`src/osc_clk_pkg.sv`:
```
// Purpose: Shared constants and types for the oscillator and system clock select block
// Assumes: 32-bit Avalon-MM register bus, byte addresses, one word per register
// Notes:   Oscillator index equals its system clock source code
package osc_clk_pkg;

  // Register byte offsets
  localparam int unsigned ADDR_W = 5;
  localparam logic [ADDR_W-1:0] OFS_SOURCE = 5'h00;
  localparam logic [ADDR_W-1:0] OFS_CONTROL = 5'h04;
  localparam logic [ADDR_W-1:0] OFS_WAIT_EN = 5'h08;
  localparam logic [ADDR_W-1:0] OFS_RC_CTRL = 5'h0C;
  localparam logic [ADDR_W-1:0] OFS_STATUS = 5'h10;

  // Field positions in the control register
  localparam int unsigned CTL_FAST_EN = 0;
  localparam int unsigned CTL_SLOW_EN = 1;
  localparam int unsigned CTL_RC_EN = 2;
  localparam int unsigned CTL_FAST_WAIT_LO = 4;
  localparam int unsigned CTL_RC_WAIT_LO = 6;
  // Field positions in the wait enable register
  localparam int unsigned WEN_FAST = 0;
  localparam int unsigned WEN_SLOW = 1;
  // Field positions in the status register
  localparam int unsigned STA_ACTIVE_LO = 4;
  localparam int unsigned STA_PENDING = 6;

  // System clock source codes, also the oscillator index
  typedef enum logic [1:0] {
    SRC_INTERNAL = 2'b00,
    SRC_SLOW = 2'b01,
    SRC_FAST = 2'b10,
    SRC_RESERVED = 2'b11
  } clk_src_t;

  // Values after reset
  localparam logic [1:0] RST_FAST_WAIT_SEL = 2'h0;
  localparam logic [1:0] RST_RC_WAIT_SEL = 2'h0;
  localparam logic [1:0] RST_RC_FREQ_SEL = 2'h1;
  localparam logic RST_FAST_EN_TWO = 1'b1;
  localparam logic RST_FAST_EN_THREE = 1'b0;
  localparam logic RST_SLOW_EN = 1'b0;
  localparam logic RST_RC_EN_THREE = 1'b1;
  localparam logic RST_WAIT_EN = 1'b1;

  // Stabilization counts in oscillator cycles
  localparam int unsigned CNT_W = 11;
  localparam logic [CNT_W-1:0] FAST_WAIT_SEL0 = 11'h400;
  localparam logic [CNT_W-1:0] FAST_WAIT_SEL1 = 11'h200;
  localparam logic [CNT_W-1:0] FAST_WAIT_SEL2 = 11'h100;
  localparam logic [CNT_W-1:0] FAST_WAIT_SEL3 = 11'h080;
  localparam logic [CNT_W-1:0] SLOW_WAIT = 11'h100;
  localparam logic [CNT_W-1:0] RC_WAIT_SEL0 = 11'h040;
  localparam logic [CNT_W-1:0] RC_WAIT_SEL1 = 11'h020;
  localparam logic [CNT_W-1:0] RC_WAIT_SEL2 = 11'h010;
  localparam logic [CNT_W-1:0] RC_WAIT_SEL3 = 11'h008;

  // Avalon-MM request group
  typedef struct packed {
    logic read;
    logic write;
    logic [ADDR_W-1:0] address;
    logic [31:0] writedata;
    logic [3:0] byteenable;
  } avmm_req_t;

  // Oscillator control fields
  typedef struct packed {
    logic fastEn;
    logic slowEn;
    logic rcEn;
    logic [1:0] fastWaitSel;
    logic [1:0] rcWaitSel;
  } osc_ctrl_t;

endpackage : osc_clk_pkg

```
`src/osc_sysclk_select.sv`:
```
// Purpose: Oscillator enables, stabilization waits and glitch-free system clock source select
// Assumes: Oscillator outputs arrive as pins and are sampled on ref_clk; sleepMode is synchronous
// Notes:   sysClkSel is one-hot by source code; the analog mux cell follows it
//
// The Avalon-MM register port and the placing of the registers were left to the implementer.

// Overview of operation
// - Fast crystal runs while its enable is set; stops when cleared or in sleep.
// - Fast crystal enable resets to 1 on two-oscillator, 0 on three-oscillator variant.
// - Fast crystal clock held from system until its wait count elapses after start.
// - Fast wait select: 3=128, 2=256, 1=512, 0=1024 cycles; resets to 0.
// - Fast wait enable resets to 1; writing 0 bypasses the stabilization wait.
// - Slow oscillator runs while its enable is set; stops when cleared or in sleep.
// - Slow oscillator enable resets to 0 on both variants.
// - Slow oscillator has fixed 256-cycle stabilization wait before reaching system.
// - Slow wait enable resets to 1; writing 0 passes clock immediately.
// - Internal frequency select: 3=2, 2=4, 1=12, 0=8 MHz; resets to 1.
// - Internal oscillator enable resets to 1 on three-oscillator, 0 on two-oscillator variant; cleared or sleep stops it.
// - On sleep exit, three-oscillator variant forces internal on and selects it.
// - Internal clock held from system until its wait count elapses after start.
// - Internal wait select: 3=8, 2=16, 1=32, 0=64 cycles; resets to 0.
// - Source select: 2=fast, 1=slow, 0=internal (three only); 3 reserved.
// - Reset source is fast crystal on two-osc, internal on three-osc variant.
// - Source write naming a stopped oscillator is ignored; field keeps old value.
// - Selected source oscillator cannot be stopped by a write; disabling writes have no effect.
// - Leaving halt changes no enable or source setting.
module osc_sysclk_select #(
  parameter bit THREE_OSC = 1'b1
) (
  // Clock and reset
  input wire logic ref_clk,
  input wire logic rst,
  // Avalon-MM slave
  input wire osc_clk_pkg::avmm_req_t avsReq,
  output logic waitrequest,
  output logic [31:0] readdata,
  // Oscillator outputs from the pins
  input wire logic rcOscClk,
  input wire logic slowOscClk,
  input wire logic fastOscClk,
  // Power state from the core
  input wire logic sleepMode,
  // Oscillator run controls
  output logic fastOscRun,
  output logic slowOscRun,
  output logic rcOscRun,
  output logic [1:0] rcFreqSel,
  // System clock mux control
  output logic [2:0] sysClkSel,
  output logic sysClkReady
);

  // Reset values that depend on the variant
  localparam logic FAST_EN_RST =
    THREE_OSC ? osc_clk_pkg::RST_FAST_EN_THREE : osc_clk_pkg::RST_FAST_EN_TWO;
  localparam logic RC_EN_RST = THREE_OSC ? osc_clk_pkg::RST_RC_EN_THREE : 1'b0;
  localparam osc_clk_pkg::clk_src_t SRC_RST =
    THREE_OSC ? osc_clk_pkg::SRC_INTERNAL : osc_clk_pkg::SRC_FAST;

  // Configuration state
  osc_clk_pkg::osc_ctrl_t ctrl_q, ctrl_d;
  logic fastWaitEn_q, fastWaitEn_d;
  logic slowWaitEn_q, slowWaitEn_d;
  logic [1:0] rcFreq_q, rcFreq_d;
  osc_clk_pkg::clk_src_t srcSel_q, srcSel_d;
  logic sleepPrev_q, sleepPrev_d;

  // Bus state
  logic wait_q, wait_d;
  logic [31:0] rdata_q, rdata_d;

  // Oscillator sampling and stabilization state, index = source code
  logic [2:0] sync1_q, sync2_q, sync3_q;
  logic [2:0] run_q, run_d;
  logic [2:0] done_q, done_d;
  logic [osc_clk_pkg::CNT_W-1:0] cnt_q [3];
  logic [osc_clk_pkg::CNT_W-1:0] cnt_d [3];

  // Mux state
  osc_clk_pkg::clk_src_t active_q, active_d;
  logic [2:0] selOut_q, selOut_d;
  logic clkReady_q, clkReady_d;

  // Shared combinational terms
  logic [2:0] enVec;
  logic [2:0] ready;
  logic [2:0] waitOn;
  logic [osc_clk_pkg::CNT_W-1:0] target [3];
  logic wrHit;
  logic rdHit;
  logic [7:0] wd;
  logic pending;

  assign enVec = {ctrl_q.fastEn, ctrl_q.slowEn, ctrl_q.rcEn};
  assign wrHit = avsReq.write && !wait_q && avsReq.byteenable[0];
  assign rdHit = avsReq.read && wait_q;
  assign wd = avsReq.writedata[7:0];
  assign pending = (srcSel_q != active_q);
  // Internal oscillator has no bypass bit, its wait is always applied
  assign waitOn = {fastWaitEn_q, slowWaitEn_q, 1'b1};

  // Stabilization targets from the wait selects
  always_comb begin
    unique case (ctrl_q.fastWaitSel)
      2'h0: target[2] = osc_clk_pkg::FAST_WAIT_SEL0;
      2'h1: target[2] = osc_clk_pkg::FAST_WAIT_SEL1;
      2'h2: target[2] = osc_clk_pkg::FAST_WAIT_SEL2;
      2'h3: target[2] = osc_clk_pkg::FAST_WAIT_SEL3;
    endcase
    target[1] = osc_clk_pkg::SLOW_WAIT;
    unique case (ctrl_q.rcWaitSel)
      2'h0: target[0] = osc_clk_pkg::RC_WAIT_SEL0;
      2'h1: target[0] = osc_clk_pkg::RC_WAIT_SEL1;
      2'h2: target[0] = osc_clk_pkg::RC_WAIT_SEL2;
      2'h3: target[0] = osc_clk_pkg::RC_WAIT_SEL3;
    endcase
  end

  // Configuration next state; halt is not an input, so nothing here reacts to it
  always_comb begin
    ctrl_d = ctrl_q;
    fastWaitEn_d = fastWaitEn_q;
    slowWaitEn_d = slowWaitEn_q;
    rcFreq_d = rcFreq_q;
    srcSel_d = srcSel_q;
    sleepPrev_d = sleepMode;
    if (wrHit) begin
      unique case (avsReq.address)
        osc_clk_pkg::OFS_SOURCE: begin
          // Reserved codes and stopped oscillators leave the field alone
          if (wd[1:0] != osc_clk_pkg::SRC_RESERVED
              && (THREE_OSC || wd[1:0] != osc_clk_pkg::SRC_INTERNAL)
              && enVec[wd[1:0]]) begin
            srcSel_d = osc_clk_pkg::clk_src_t'(wd[1:0]);
          end
        end
        osc_clk_pkg::OFS_CONTROL: begin
          // Selected or still-active source keeps running
          ctrl_d.fastEn = wd[osc_clk_pkg::CTL_FAST_EN]
            || srcSel_q == osc_clk_pkg::SRC_FAST || active_q == osc_clk_pkg::SRC_FAST;
          ctrl_d.slowEn = wd[osc_clk_pkg::CTL_SLOW_EN]
            || srcSel_q == osc_clk_pkg::SRC_SLOW || active_q == osc_clk_pkg::SRC_SLOW;
          ctrl_d.rcEn = THREE_OSC && (wd[osc_clk_pkg::CTL_RC_EN]
            || srcSel_q == osc_clk_pkg::SRC_INTERNAL
            || active_q == osc_clk_pkg::SRC_INTERNAL);
          ctrl_d.fastWaitSel = wd[osc_clk_pkg::CTL_FAST_WAIT_LO +: 2];
          ctrl_d.rcWaitSel = wd[osc_clk_pkg::CTL_RC_WAIT_LO +: 2];
        end
        osc_clk_pkg::OFS_WAIT_EN: begin
          fastWaitEn_d = wd[osc_clk_pkg::WEN_FAST];
          slowWaitEn_d = wd[osc_clk_pkg::WEN_SLOW];
        end
        osc_clk_pkg::OFS_RC_CTRL: begin
          if (THREE_OSC) begin
            rcFreq_d = wd[1:0];
          end
        end
        default: begin
          // Status and unmapped offsets ignore writes
        end
      endcase
    end
    // Quick restart on wake overrides a same-cycle write to the internal enable or the source select
    if (THREE_OSC && sleepPrev_q && !sleepMode) begin
      ctrl_d.rcEn = 1'b1;
      srcSel_d = osc_clk_pkg::SRC_INTERNAL;
    end
  end

  // Configuration registers
  always_ff @(posedge ref_clk or posedge rst) begin
    if (rst) begin
      ctrl_q.fastEn <= FAST_EN_RST;
      ctrl_q.slowEn <= osc_clk_pkg::RST_SLOW_EN;
      ctrl_q.rcEn <= RC_EN_RST;
      ctrl_q.fastWaitSel <= osc_clk_pkg::RST_FAST_WAIT_SEL;
      ctrl_q.rcWaitSel <= osc_clk_pkg::RST_RC_WAIT_SEL;
      fastWaitEn_q <= osc_clk_pkg::RST_WAIT_EN;
      slowWaitEn_q <= osc_clk_pkg::RST_WAIT_EN;
      rcFreq_q <= osc_clk_pkg::RST_RC_FREQ_SEL;
      srcSel_q <= SRC_RST;
      sleepPrev_q <= 1'b0;
    end else begin
      ctrl_q <= ctrl_d;
      fastWaitEn_q <= fastWaitEn_d;
      slowWaitEn_q <= slowWaitEn_d;
      rcFreq_q <= rcFreq_d;
      srcSel_q <= srcSel_d;
      sleepPrev_q <= sleepPrev_d;
    end
  end

  // Pin samplers; sync1 feeds only sync2, sync3 is the previous level for edge counting
  always_ff @(posedge ref_clk or posedge rst) begin
    if (rst) begin
      sync1_q <= 3'h0;
      sync2_q <= 3'h0;
      sync3_q <= 3'h0;
    end else begin
      sync1_q <= {fastOscClk, slowOscClk, rcOscClk};
      sync2_q <= sync1_q;
      sync3_q <= sync2_q;
    end
  end

  // Run controls and stabilization counters
  always_comb begin
    // Sleep stops every oscillator regardless of its enable
    run_d = enVec & {3{!sleepMode}};
    for (int i = 0; i < 3; i++) begin
      cnt_d[i] = cnt_q[i];
      done_d[i] = done_q[i];
      if (!run_q[i]) begin
        // Stopped oscillator: next start counts again from zero
        cnt_d[i] = '0;
        done_d[i] = 1'b0;
      end else if (sync2_q[i] && !sync3_q[i] && !done_q[i]) begin
        cnt_d[i] = cnt_q[i] + 1'b1;
        done_d[i] = (cnt_q[i] + 1'b1 == target[i]);
      end
    end
  end

  // A clock is usable once running and past its wait, or its wait is bypassed
  assign ready = run_q & (done_q | ~waitOn);

  always_ff @(posedge ref_clk or posedge rst) begin
    if (rst) begin
      run_q <= 3'h0;
      done_q <= 3'h0;
      for (int i = 0; i < 3; i++) begin
        cnt_q[i] <= '0;
      end
    end else begin
      run_q <= run_d;
      done_q <= done_d;
      for (int i = 0; i < 3; i++) begin
        cnt_q[i] <= cnt_d[i];
      end
    end
  end

  // Glitch-free changeover: wait for new clock ready and sampled low, and old clock stopped or sampled low
  always_comb begin
    active_d = active_q;
    if (pending && ready[srcSel_q] && !sync2_q[srcSel_q]
        && (!run_q[active_q] || !sync2_q[active_q])) begin
      active_d = srcSel_q;
    end
    selOut_d = 3'h0;
    selOut_d[active_d] = 1'b1;
    // Sampled low level trails the pin by two cycles; the mux cell must tolerate it
    clkReady_d = ready[active_d] && !sleepMode;
  end

  always_ff @(posedge ref_clk or posedge rst) begin
    if (rst) begin
      active_q <= SRC_RST;
      selOut_q <= 3'h0;
      clkReady_q <= 1'b0;
    end else begin
      active_q <= active_d;
      selOut_q <= selOut_d;
      clkReady_q <= clkReady_d;
    end
  end

  // Bus answer: one wait cycle for every access, read data loaded with it
  always_comb begin
    wait_d = 1'b1;
    rdata_d = rdata_q;
    if ((avsReq.read || avsReq.write) && wait_q) begin
      wait_d = 1'b0;
    end
    if (rdHit) begin
      rdata_d = 32'h0000_0000;
      unique case (avsReq.address)
        osc_clk_pkg::OFS_SOURCE: rdata_d[1:0] = srcSel_q;
        osc_clk_pkg::OFS_CONTROL: begin
          rdata_d[osc_clk_pkg::CTL_FAST_EN] = ctrl_q.fastEn;
          rdata_d[osc_clk_pkg::CTL_SLOW_EN] = ctrl_q.slowEn;
          rdata_d[osc_clk_pkg::CTL_RC_EN] = ctrl_q.rcEn;
          rdata_d[osc_clk_pkg::CTL_FAST_WAIT_LO +: 2] = ctrl_q.fastWaitSel;
          rdata_d[osc_clk_pkg::CTL_RC_WAIT_LO +: 2] = ctrl_q.rcWaitSel;
        end
        osc_clk_pkg::OFS_WAIT_EN: begin
          rdata_d[osc_clk_pkg::WEN_FAST] = fastWaitEn_q;
          rdata_d[osc_clk_pkg::WEN_SLOW] = slowWaitEn_q;
        end
        osc_clk_pkg::OFS_RC_CTRL: rdata_d[1:0] = rcFreq_q;
        osc_clk_pkg::OFS_STATUS: begin
          rdata_d[2:0] = ready;
          rdata_d[osc_clk_pkg::STA_ACTIVE_LO +: 2] = active_q;
          rdata_d[osc_clk_pkg::STA_PENDING] = pending;
        end
        default: rdata_d = 32'h0000_0000; // Unmapped reads as zero
      endcase
    end
  end

  always_ff @(posedge ref_clk or posedge rst) begin
    if (rst) begin
      wait_q <= 1'b1;
      rdata_q <= 32'h0000_0000;
    end else begin
      wait_q <= wait_d;
      rdata_q <= rdata_d;
    end
  end

  // Outputs straight from flip-flops
  assign waitrequest = wait_q;
  assign readdata = rdata_q;
  assign rcOscRun = run_q[0];
  assign slowOscRun = run_q[1];
  assign fastOscRun = run_q[2];
  assign rcFreqSel = rcFreq_q;
  assign sysClkSel = selOut_q;
  assign sysClkReady = clkReady_q;

endmodule : osc_sysclk_select

```
`config.mk`:
```
export PLATFORM = sky130hd
export DESIGN_NAME = osc_sysclk_select
export DESIGN_NICKNAME = d
export VERILOG_FILES = /design/src/osc_clk_pkg.sv /design/src/osc_sysclk_select.sv
export SDC_FILE = /design/constraint.sdc
export NUM_CORES = 1
export LEC_CHECK = 0
export ABC_AREA = 1
export BUFFER_PORTS_ARGS = -buffer_cell sky130_fd_sc_hd__clkbuf_2
export CORE_MARGIN = 5
export CORE_UTILIZATION = 49
export DETAILED_ROUTE_END_ITERATION = 10
export HOLD_SLACK_MARGIN = 0.03
export PLACE_DENSITY = 0.75
export SYNTH_ARGS = -nofsm -noshare
export SYNTH_HDL_FRONTEND = slang
export SYNTH_SLANG_ARGS = --single-unit
```
`constraint.sdc`:
```
create_clock -name ref_clk -period 2.49 [get_ports ref_clk]
set_input_delay 0.498 -clock ref_clk [delete_from_list [all_inputs] [get_ports ref_clk]]
set_output_delay 0.498 -clock ref_clk [all_outputs]
set_load 0.02 [all_outputs]
```
==> results of run 1 <==
-- worst paths after layout --
kind	start	end	slack, ns	cells after the start
min in group ref_clk	rcOscClk	sync1_q[0]	0.26	1
min	rst	cnt_q[5]	0.21	3
max	cnt_q[11]	done_q[1]	0.77	9
min reg2reg	sync1_q[2]	sync2_q[2]	0.35	0
max reg2reg	cnt_q[11]	done_q[1]	0.77	9
max in group asynchronous	rst	fastWaitEn_q	1.94	3
-- logic make-up (layout without fill, tap and decap cells) --
logic type               after synthesis  after routing
flip-flops                            76             76
other                                  1             25
AND/OR/NAND/NOR                      253            253
buffers and inverters                100            126
AO/OA/AOI/OAI                         83             83
adder cells (fa/ha/maj)                6              6
XOR/XNOR                              13             13
-- cell usage in the layout, fill, tap and decap left out, types with 3 or more instances in the layout --
master,instances
clkbuf_8,11
nor2_1,46
xor2_1,13
o22ai_1,13
nand3_1,38
o21a_1,4
o21ai_0,43
nand3b_1,3
o21ai_1,5
a21oi_1,6
clkbuf_2,37
conb_1,25
nand4_1,11
dfrtp_1,71
nand2_2,5
o31ai_1,3
o211ai_1,3
ha_1,6
inv_2,4
o221ai_1,4
inv_1,65
nand2_1,135
dfstp_2,5
nor2_2,3
-- registers in the layout (all words and copies together), names as in the netlist --
name,flops
sleepPrev_q,1
sync3_q,3
rcFreqSel,2
sysClkSel,3
active_q,2
sync1_q,3
done_q,3
readdata,7
srcSel_q,2
sync2_q,3
fastWaitEn_q,1
slowWaitEn_q,1
ctrl_q,7
waitrequest,1
run_q,3
cnt_q,33
sysClkReady,1
-- power breakdown --
group,switching [µW],internal (µW)
combinational,443,196
clock,477,520
sequential,121,1360
total,1040,2070
-- metal layers --
metal  vias to the layer above  wire length, µm  share of wire [%]  track usage, %
met2                        76             4560                 50            31.9
met5                         -                0                  0               0
met1                      1710             3940                 44            23.5
li1                       1764                -                  -               -
met4                         0              158                1.7            6.96
met3                        12              395                4.4            3.55
-- worst reg2reg max path: cells and delay by family (launching register included) --
family / cells / cell delay (ns)
AOI/OAI and AO/OA: 1 / 0.12
adders and majority gates: 1 / 0.19
DFF: 1 / 0.42
and+or+nand+nor: 7 / 0.91
-- area by class of cell --
type,count,area [µm²]
Clock buffer,11,151
Clock inverter,5,58.8
Fill cell,760,3650
Inverter,70,263
Multi-Input combinational cell,380,1870
Sequential cell,76,1910
Tap cell,105,131
Timing Repair Buffer,40,220
-- through the flow --
step                instances  utilization (%)  power, µW  area [µm²]
floorplan                 556                -       1990        4270
finish                    687             55.7       3110        4600
global route              687             55.7       3290        4600
detailed placement        671             53.2       2140        4390
CTS                       687             55.7       3140        4600
global placement          671             53.2       2120        4390
==> results by group, run 1 <==
Outcome
  – Status: finished, final reports clean

Yosys
  – EDFF count, synth: 0
  – Ys async rst share: 100%
  – Synthesized area: 0.00418 mm²
  – Synth area leaders: dfrtp_1 43%, nand2_1 12%, inv_1 5.9%, o21ai_0 5.2%, buf_4 5.0%
  – Commonest cells in the netlist: 135 x nand2_1, 71 x dfrtp_1, 66 x inv_1
  – Syn avg cell area: 7.85 µm²
  – Yosys Warn Count: 0
  – Post-Synth XOR/XNOR Area: 2.73%
  – Synth Area in Simple Gates: around a quarter
  – Unique masters post-synth: 35
  – Post-Synth Adder-Cell Area: roughly 1.8%
  – Register bit total from synthesis: 76
  – Multiplexer share of the synthesized area: 0%
  – Compound-gate portion of the synthesized area: 11.4%
  – Most common cell in the synthesized netlist: nand2_1
  – Area share of the leading cell type in the synthesized netlist: 42.5%
  – Top_reg_cell synth: dfrtp_1
  – Largest family of logic cells by synthesized area: simple AND/OR/NAND/NOR gates
  – Area leader, netlist: dfrtp_1
  – Seq/Total Area, Yosys: 45.7%
  – Post-synthesis instance total: 532

CTS
  – Inserted Clock Buffers: 9
  – Post-CTS sizing: 0
  – CTS sink count: 76
  – Post CTS Setup Buffer Count: 0
  – CTS tree: yes
  – Max Root-Sink Buffers: 2
  – H-tree Lvls: 3
  – Clk root buf: clkbuf_8
  – Hold Buf Count CTS: 0
  – Clock transition at path regs: 0.08 ns
  – Skew-Pair Late Insertion Delay: 0.35 ns

Timing
  – Tmin final: 1.72 ns
  – Unrepaired setup endpoints after global routing: no
  – Worst hold slack: between 0.2 and 0.25 ns
  – Worst rel slew slack: 51.0%
  – Max Fclk: 0.582 GHz
  – Post-route clock period utilization: slightly below 70%
  – Hold Vio Cnt, Final: 0
  – Setup ws final: 0.771 ns
  – Count of final max-slew check failures: 0
  – Setup-failing EPs final: 0
  – Worst slew pin tran: between 0.7 and 0.8 ns
  – Setup TNS: 0 ns
  – Post-Route Skew: 0.0111 ns

Setup path
  – Critical Path RT: 2.77 ns
  – Startpoint Class: register
  – Crit-path max FO: 5
  – CP dominant cell by count: nand2_1
  – Crit Path Category: register to register
  – Worst setup EP type: register
  – Critical Path AT: 1.99 ns
  – CP peak stage delay: 0.42 ns
  – Crit-path cells: ha_1 -> nand2_1 -> nor3_2 -> nand4_1 -> nor2_1 -> nand2_1 -> nand2_1 -> nand3_1 -> o21ai_1
  – Crit path max-delay family: simple AND/OR/NAND/NOR gates
  – Crit path buf inv count: 0
  – Slowest-stage cell, CP: dfrtp_1

Drt
  – Initial DRC Count: ~140
  – Vias: between 3000 and 4000
  – Post-route DRC: 0
  – Antenna viol nets, final: 0
  – Vias per inst: 5.18
  – Total Routed Length: 9.06 mm
  – WL per Instance: 13.2 µm
  – DRT Pass-1 Iters: 4

Floorplan
  – Core area: 0.00826 mm²
  – Die Area: 0.0105 mm²
  – Num ports: 91
  – Die W: about 100 µm
  – Initial core utilization: 50.6%
  – FP Rows: 33
  – Die height: 102 µm

GRT
  – Vias in the first global route: 3577
  – Congestion Overflow GR: 0
  – Largest net degree at the start of global routing: 77
  – Global-route wire length before repair: between 15 and 20 mm
  – Antenna violations before repair: 0
  – Total Routing Usage GR: roughly a fifth

Place
  – GPL Wtd Cong: slightly below 0.9
  – Worst slack, placed: 0.642 ns
  – Half-perimeter wire length after placement: 6.73 mm
  – Port bufs: 37

Worst hold path
  – Hold Path Class: primary input to async pin

Power and ir drop
  – P_leak: 0.00222 µW
  – Peak VDD IR: 0.000344 V
  – Power Density: 677 mW/mm²

Finish
  – N_diodes: 0
  – Nets: 632
  – Syn-to-layout area delta: 10.2%
  – Layout cells sized above 1: 13.9%

Job
  – Max Cap Viol: 0
(Power assumes the default switching activity.)
==> run 2, diff against run 1 <==
--- a/config.mk
+++ b/config.mk
@@ -5,13 +5,13 @@
 export SDC_FILE = /design/constraint.sdc
 export NUM_CORES = 1
 export LEC_CHECK = 0
-export ABC_AREA = 1
+export ABC_AREA = 0
 export BUFFER_PORTS_ARGS = -buffer_cell sky130_fd_sc_hd__clkbuf_2
 export CORE_MARGIN = 5
-export CORE_UTILIZATION = 49
+export CORE_UTILIZATION = 50
 export DETAILED_ROUTE_END_ITERATION = 10
 export HOLD_SLACK_MARGIN = 0.03
-export PLACE_DENSITY = 0.75
+export PLACE_DENSITY = 0.76
 export SYNTH_ARGS = -nofsm -noshare
 export SYNTH_HDL_FRONTEND = slang
 export SYNTH_SLANG_ARGS = --single-unit
==> constraint.sdc (replaced) <==
create_clock -name ref_clk -period 1.5 [get_ports ref_clk]
set_input_delay 0.3 -clock ref_clk [delete_from_list [all_inputs] [get_ports ref_clk]]
set_output_delay 0.3 -clock ref_clk [all_outputs]
set_load 0.02 [all_outputs]
==> results by group, run 2 <==
Finish
  – Commonest non-fill, non-tap cell in the layout: buf_4
  – Layout cells sized above 1: between 40% and 50%
  – Nets: between 600 and 700
  – Biggest register: cnt_q
  – Fillers: just over 600
  – Syn-to-layout area delta: 36.0%
  – Most frequent cells in the layout: 81 x buf_4, 64 x dfrtp_1, 37 x nand2_1, 37 x clkbuf_2, 31 x xnor2_1
  – Max FFs per register: 33
  – N_diodes: 0

Timing
  – Count of final max-slew check failures: 0
  – Hold Vio Cnt, Final: 0
  – Tmin final: 1.84 ns
  – Post-Route Skew: 0.00933 ns
  – Unrepaired setup endpoints after global routing: yes
  – Setup-failing EPs final: 21
  – Post-route clock period utilization: 123%
  – Max Fclk: approximately 0.54 GHz
  – Setup ws final: -0.342 ns

Worst hold path
  – Hold Path Class: primary input to register
  – Hold Crit Depth: 1

Floorplan
  – Core area: 0.00859 mm²
  – Die Area: 0.0107 mm²
  – FP Rows: 34
  – Num ports: 91
  – Initial core utilization: 50.8%
  – Die W: 103 µm
  – Die height: 103 µm

Yosys
  – Area share of the leading cell type in the synthesized netlist: approximately two fifths
  – Unique masters post-synth: 67
  – Most common cell in the synthesized netlist: dfrtp_1
  – Ys async rst share: 100%
  – Synthesized area: 0.00436 mm²
  – Seq/Total Area, Yosys: 43.7%
  – Syn avg cell area: 9.66 µm²
  – Area leader, netlist: dfrtp_1
  – Top_reg_cell synth: dfrtp_1
  – Commonest cells in the netlist: 71 x dfrtp_1, 40 x nand2_1, 37 x nor2_1
  – Yosys Warn Count: 0
  – EDFF count, synth: 0
  – Synth area leaders: dfrtp_1 41%, xnor2_1 6.2%, buf_4 4.6%, nand2_1 3.4%, nor2_1 3.2%
  – Register bit total from synthesis: 76
  – Post-synthesis instance total: 452

CTS
  – Clk root buf: clkbuf_8
  – CTS tree: yes
  – Inserted Clock Buffers: 9
  – H-tree Lvls: 3
  – Skew-Pair Late Insertion Delay: ~0.36 ns
  – Max Root-Sink Buffers: 2
  – CTS sink count: 76
  – Clock transition at path regs: 0.08 ns

Place
  – Worst slack, placed: -0.357 ns
  – Half-perimeter wire length after placement: 7.91 mm
  – Port bufs: 37
  – GPL Wtd Cong: 0.864

Drt
  – Vias: between 3000 and 4000
  – DRT Pass-1 Iters: 5
  – Initial DRC Count: 238
  – WL per Instance: 16.6 µm
  – Vias per inst: 5.47
  – Antenna viol nets, final: 0
  – Total Routed Length: 11.6 mm
  – Post-route DRC: 0

Power and ir drop
  – Power Density: 714 mW/mm²
  – Peak VDD IR: ~0.00043 V
  – Pwr Total: approximately 4200 µW
  – P_leak: 0.00270 µW

Outcome
  – Status: finished, violations left
  – Failing checks: negative setup slack

GRT
  – Antenna violations before repair: 0
  – Congestion Overflow GR: 0
  – Total Routing Usage GR: 22.4%
  – Largest net degree at the start of global routing: 25
  – Vias in the first global route: 3850
  – Global-route wire length before repair: 18.6 mm

Job
  – Max Cap Viol: 0

Setup path
  – Startpoint Class: register
  – Worst setup EP type: register
  – Critical Path AT: approximately 2.1 ns
  – Reg2Reg Depth: 7
  – Critical Path RT: 1.80 ns
  – Crit Path Category: register to register
  – Crit-path max FO: 3
-- run 2: cell count changes after synthesis, moves of 10 or more --
cell / previous run / this run
and2_1: 0 / 22
inv_1: 66 / 13
nand2_1: 135 / 40
nand3_1: 38 / 22
o21ai_0: 43 / 16
o22ai_1: 13 / 3
xnor2_1: 0 / 31
-- run 2: timing repair --
| item | CTS | global route |
|---|---|---|
| buffers inserted | 9 | 10 |
| pin swaps | 29 | 35 |
| endpoints found under the setup margin | 26 | 41 |
| cloned | 1 | 0 |
| endpoints found under the hold margin | 14 | 0 |
| gates resized for setup | 45 | 37 |
| hold buffers | 1 | 0 |
-- run 2: cells by family after synthesis --
family          synth area share [%]
compound gates                  10.0
xor+xnor                        8.63
fa+ha+maj                       1.72
buf+inv                         8.03
flops                           43.7
mux                             4.39
other cells                   0.0859
simple gates                    23.4
-- run 2: worst paths after layout --
path	startpoint	end	slack (ns)
hold / removal	fastOscClk	sync1_q[2]	0.04
setup reg to reg	cnt_q[22]	done_q[0]	-0.34
min in group asynchronous	rst	cnt_q[22]	0.49
setup / recovery	cnt_q[22]	done_q[0]	-0.34
hold reg to reg	sync1_q[0]	sync2_q[0]	0.35
max in group asynchronous	rst	waitrequest	0.42
-- run 2: area by class of cell --
cell class	instances	area (µm²)	area share, %
timing repair buffer	143	1100	18.5
tap	108	135	2.28
multi-input combinational	341	2540	42.7
sequential	76	1920	32.3
clock inverter	6	63.8	1.08
inverter	14	56.3	0.949
clock buffer	10	128	2.15
-- run 2: report_power, final --
part	leakage [µW]	internal [µW]	switching (µW)	total, µW
combinational	0.00161	203	295	498
sequential	0.00100	2110	53.9	2160
clock	0.0000927	769	808	1580
total	0.00270	3080	1160	4240
-- run 2: layer usage --
layer | track usage, % | vias to the layer above | part of all wire (%)
met1 | 27.9 | 1869 | 40
met4 | 7.87 | 0 | 2.8
met5 | 0 | - | 0
met3 | 4.29 | 33 | 5.6
li1 | - | 1795 | -
met2 | 38.9 | 123 | 52
-- run 2: worst max-delay path, stage by stage (launching register included) --
cell and delay, ns:
dfrtp_1 0.43, ha_4 0.19, nand3_4 0.10, nor3_4 0.05
or3_1 0.33, a21o_1 0.19, a2111oi_4 0.34, a21o_1 0.16
-- run 2: metrics by stage --
| step | utilization (%) | hold slack, ns | cells | cell area (µm²) | setup TNS [ns] |
|---|---|---|---|---|---|
| 2_1_floorplan | - | 0.331 | 476 | 4610 | -2.66 |
| 3_3_place_gp | 61.8 | 0.322 | 666 | 5310 | -4.36 |
| 3_5_place_dp | 61.8 | 0.323 | 666 | 5310 | -5.86 |
| 4_1_cts | 66.7 | 0.0389 | 691 | 5730 | -1.67 |
| 5_1_grt | 69.1 | 0.0321 | 698 | 5940 | -5.31 |
| 6_report | 69.1 | 0.0442 | 698 | 5940 | -3.13 |
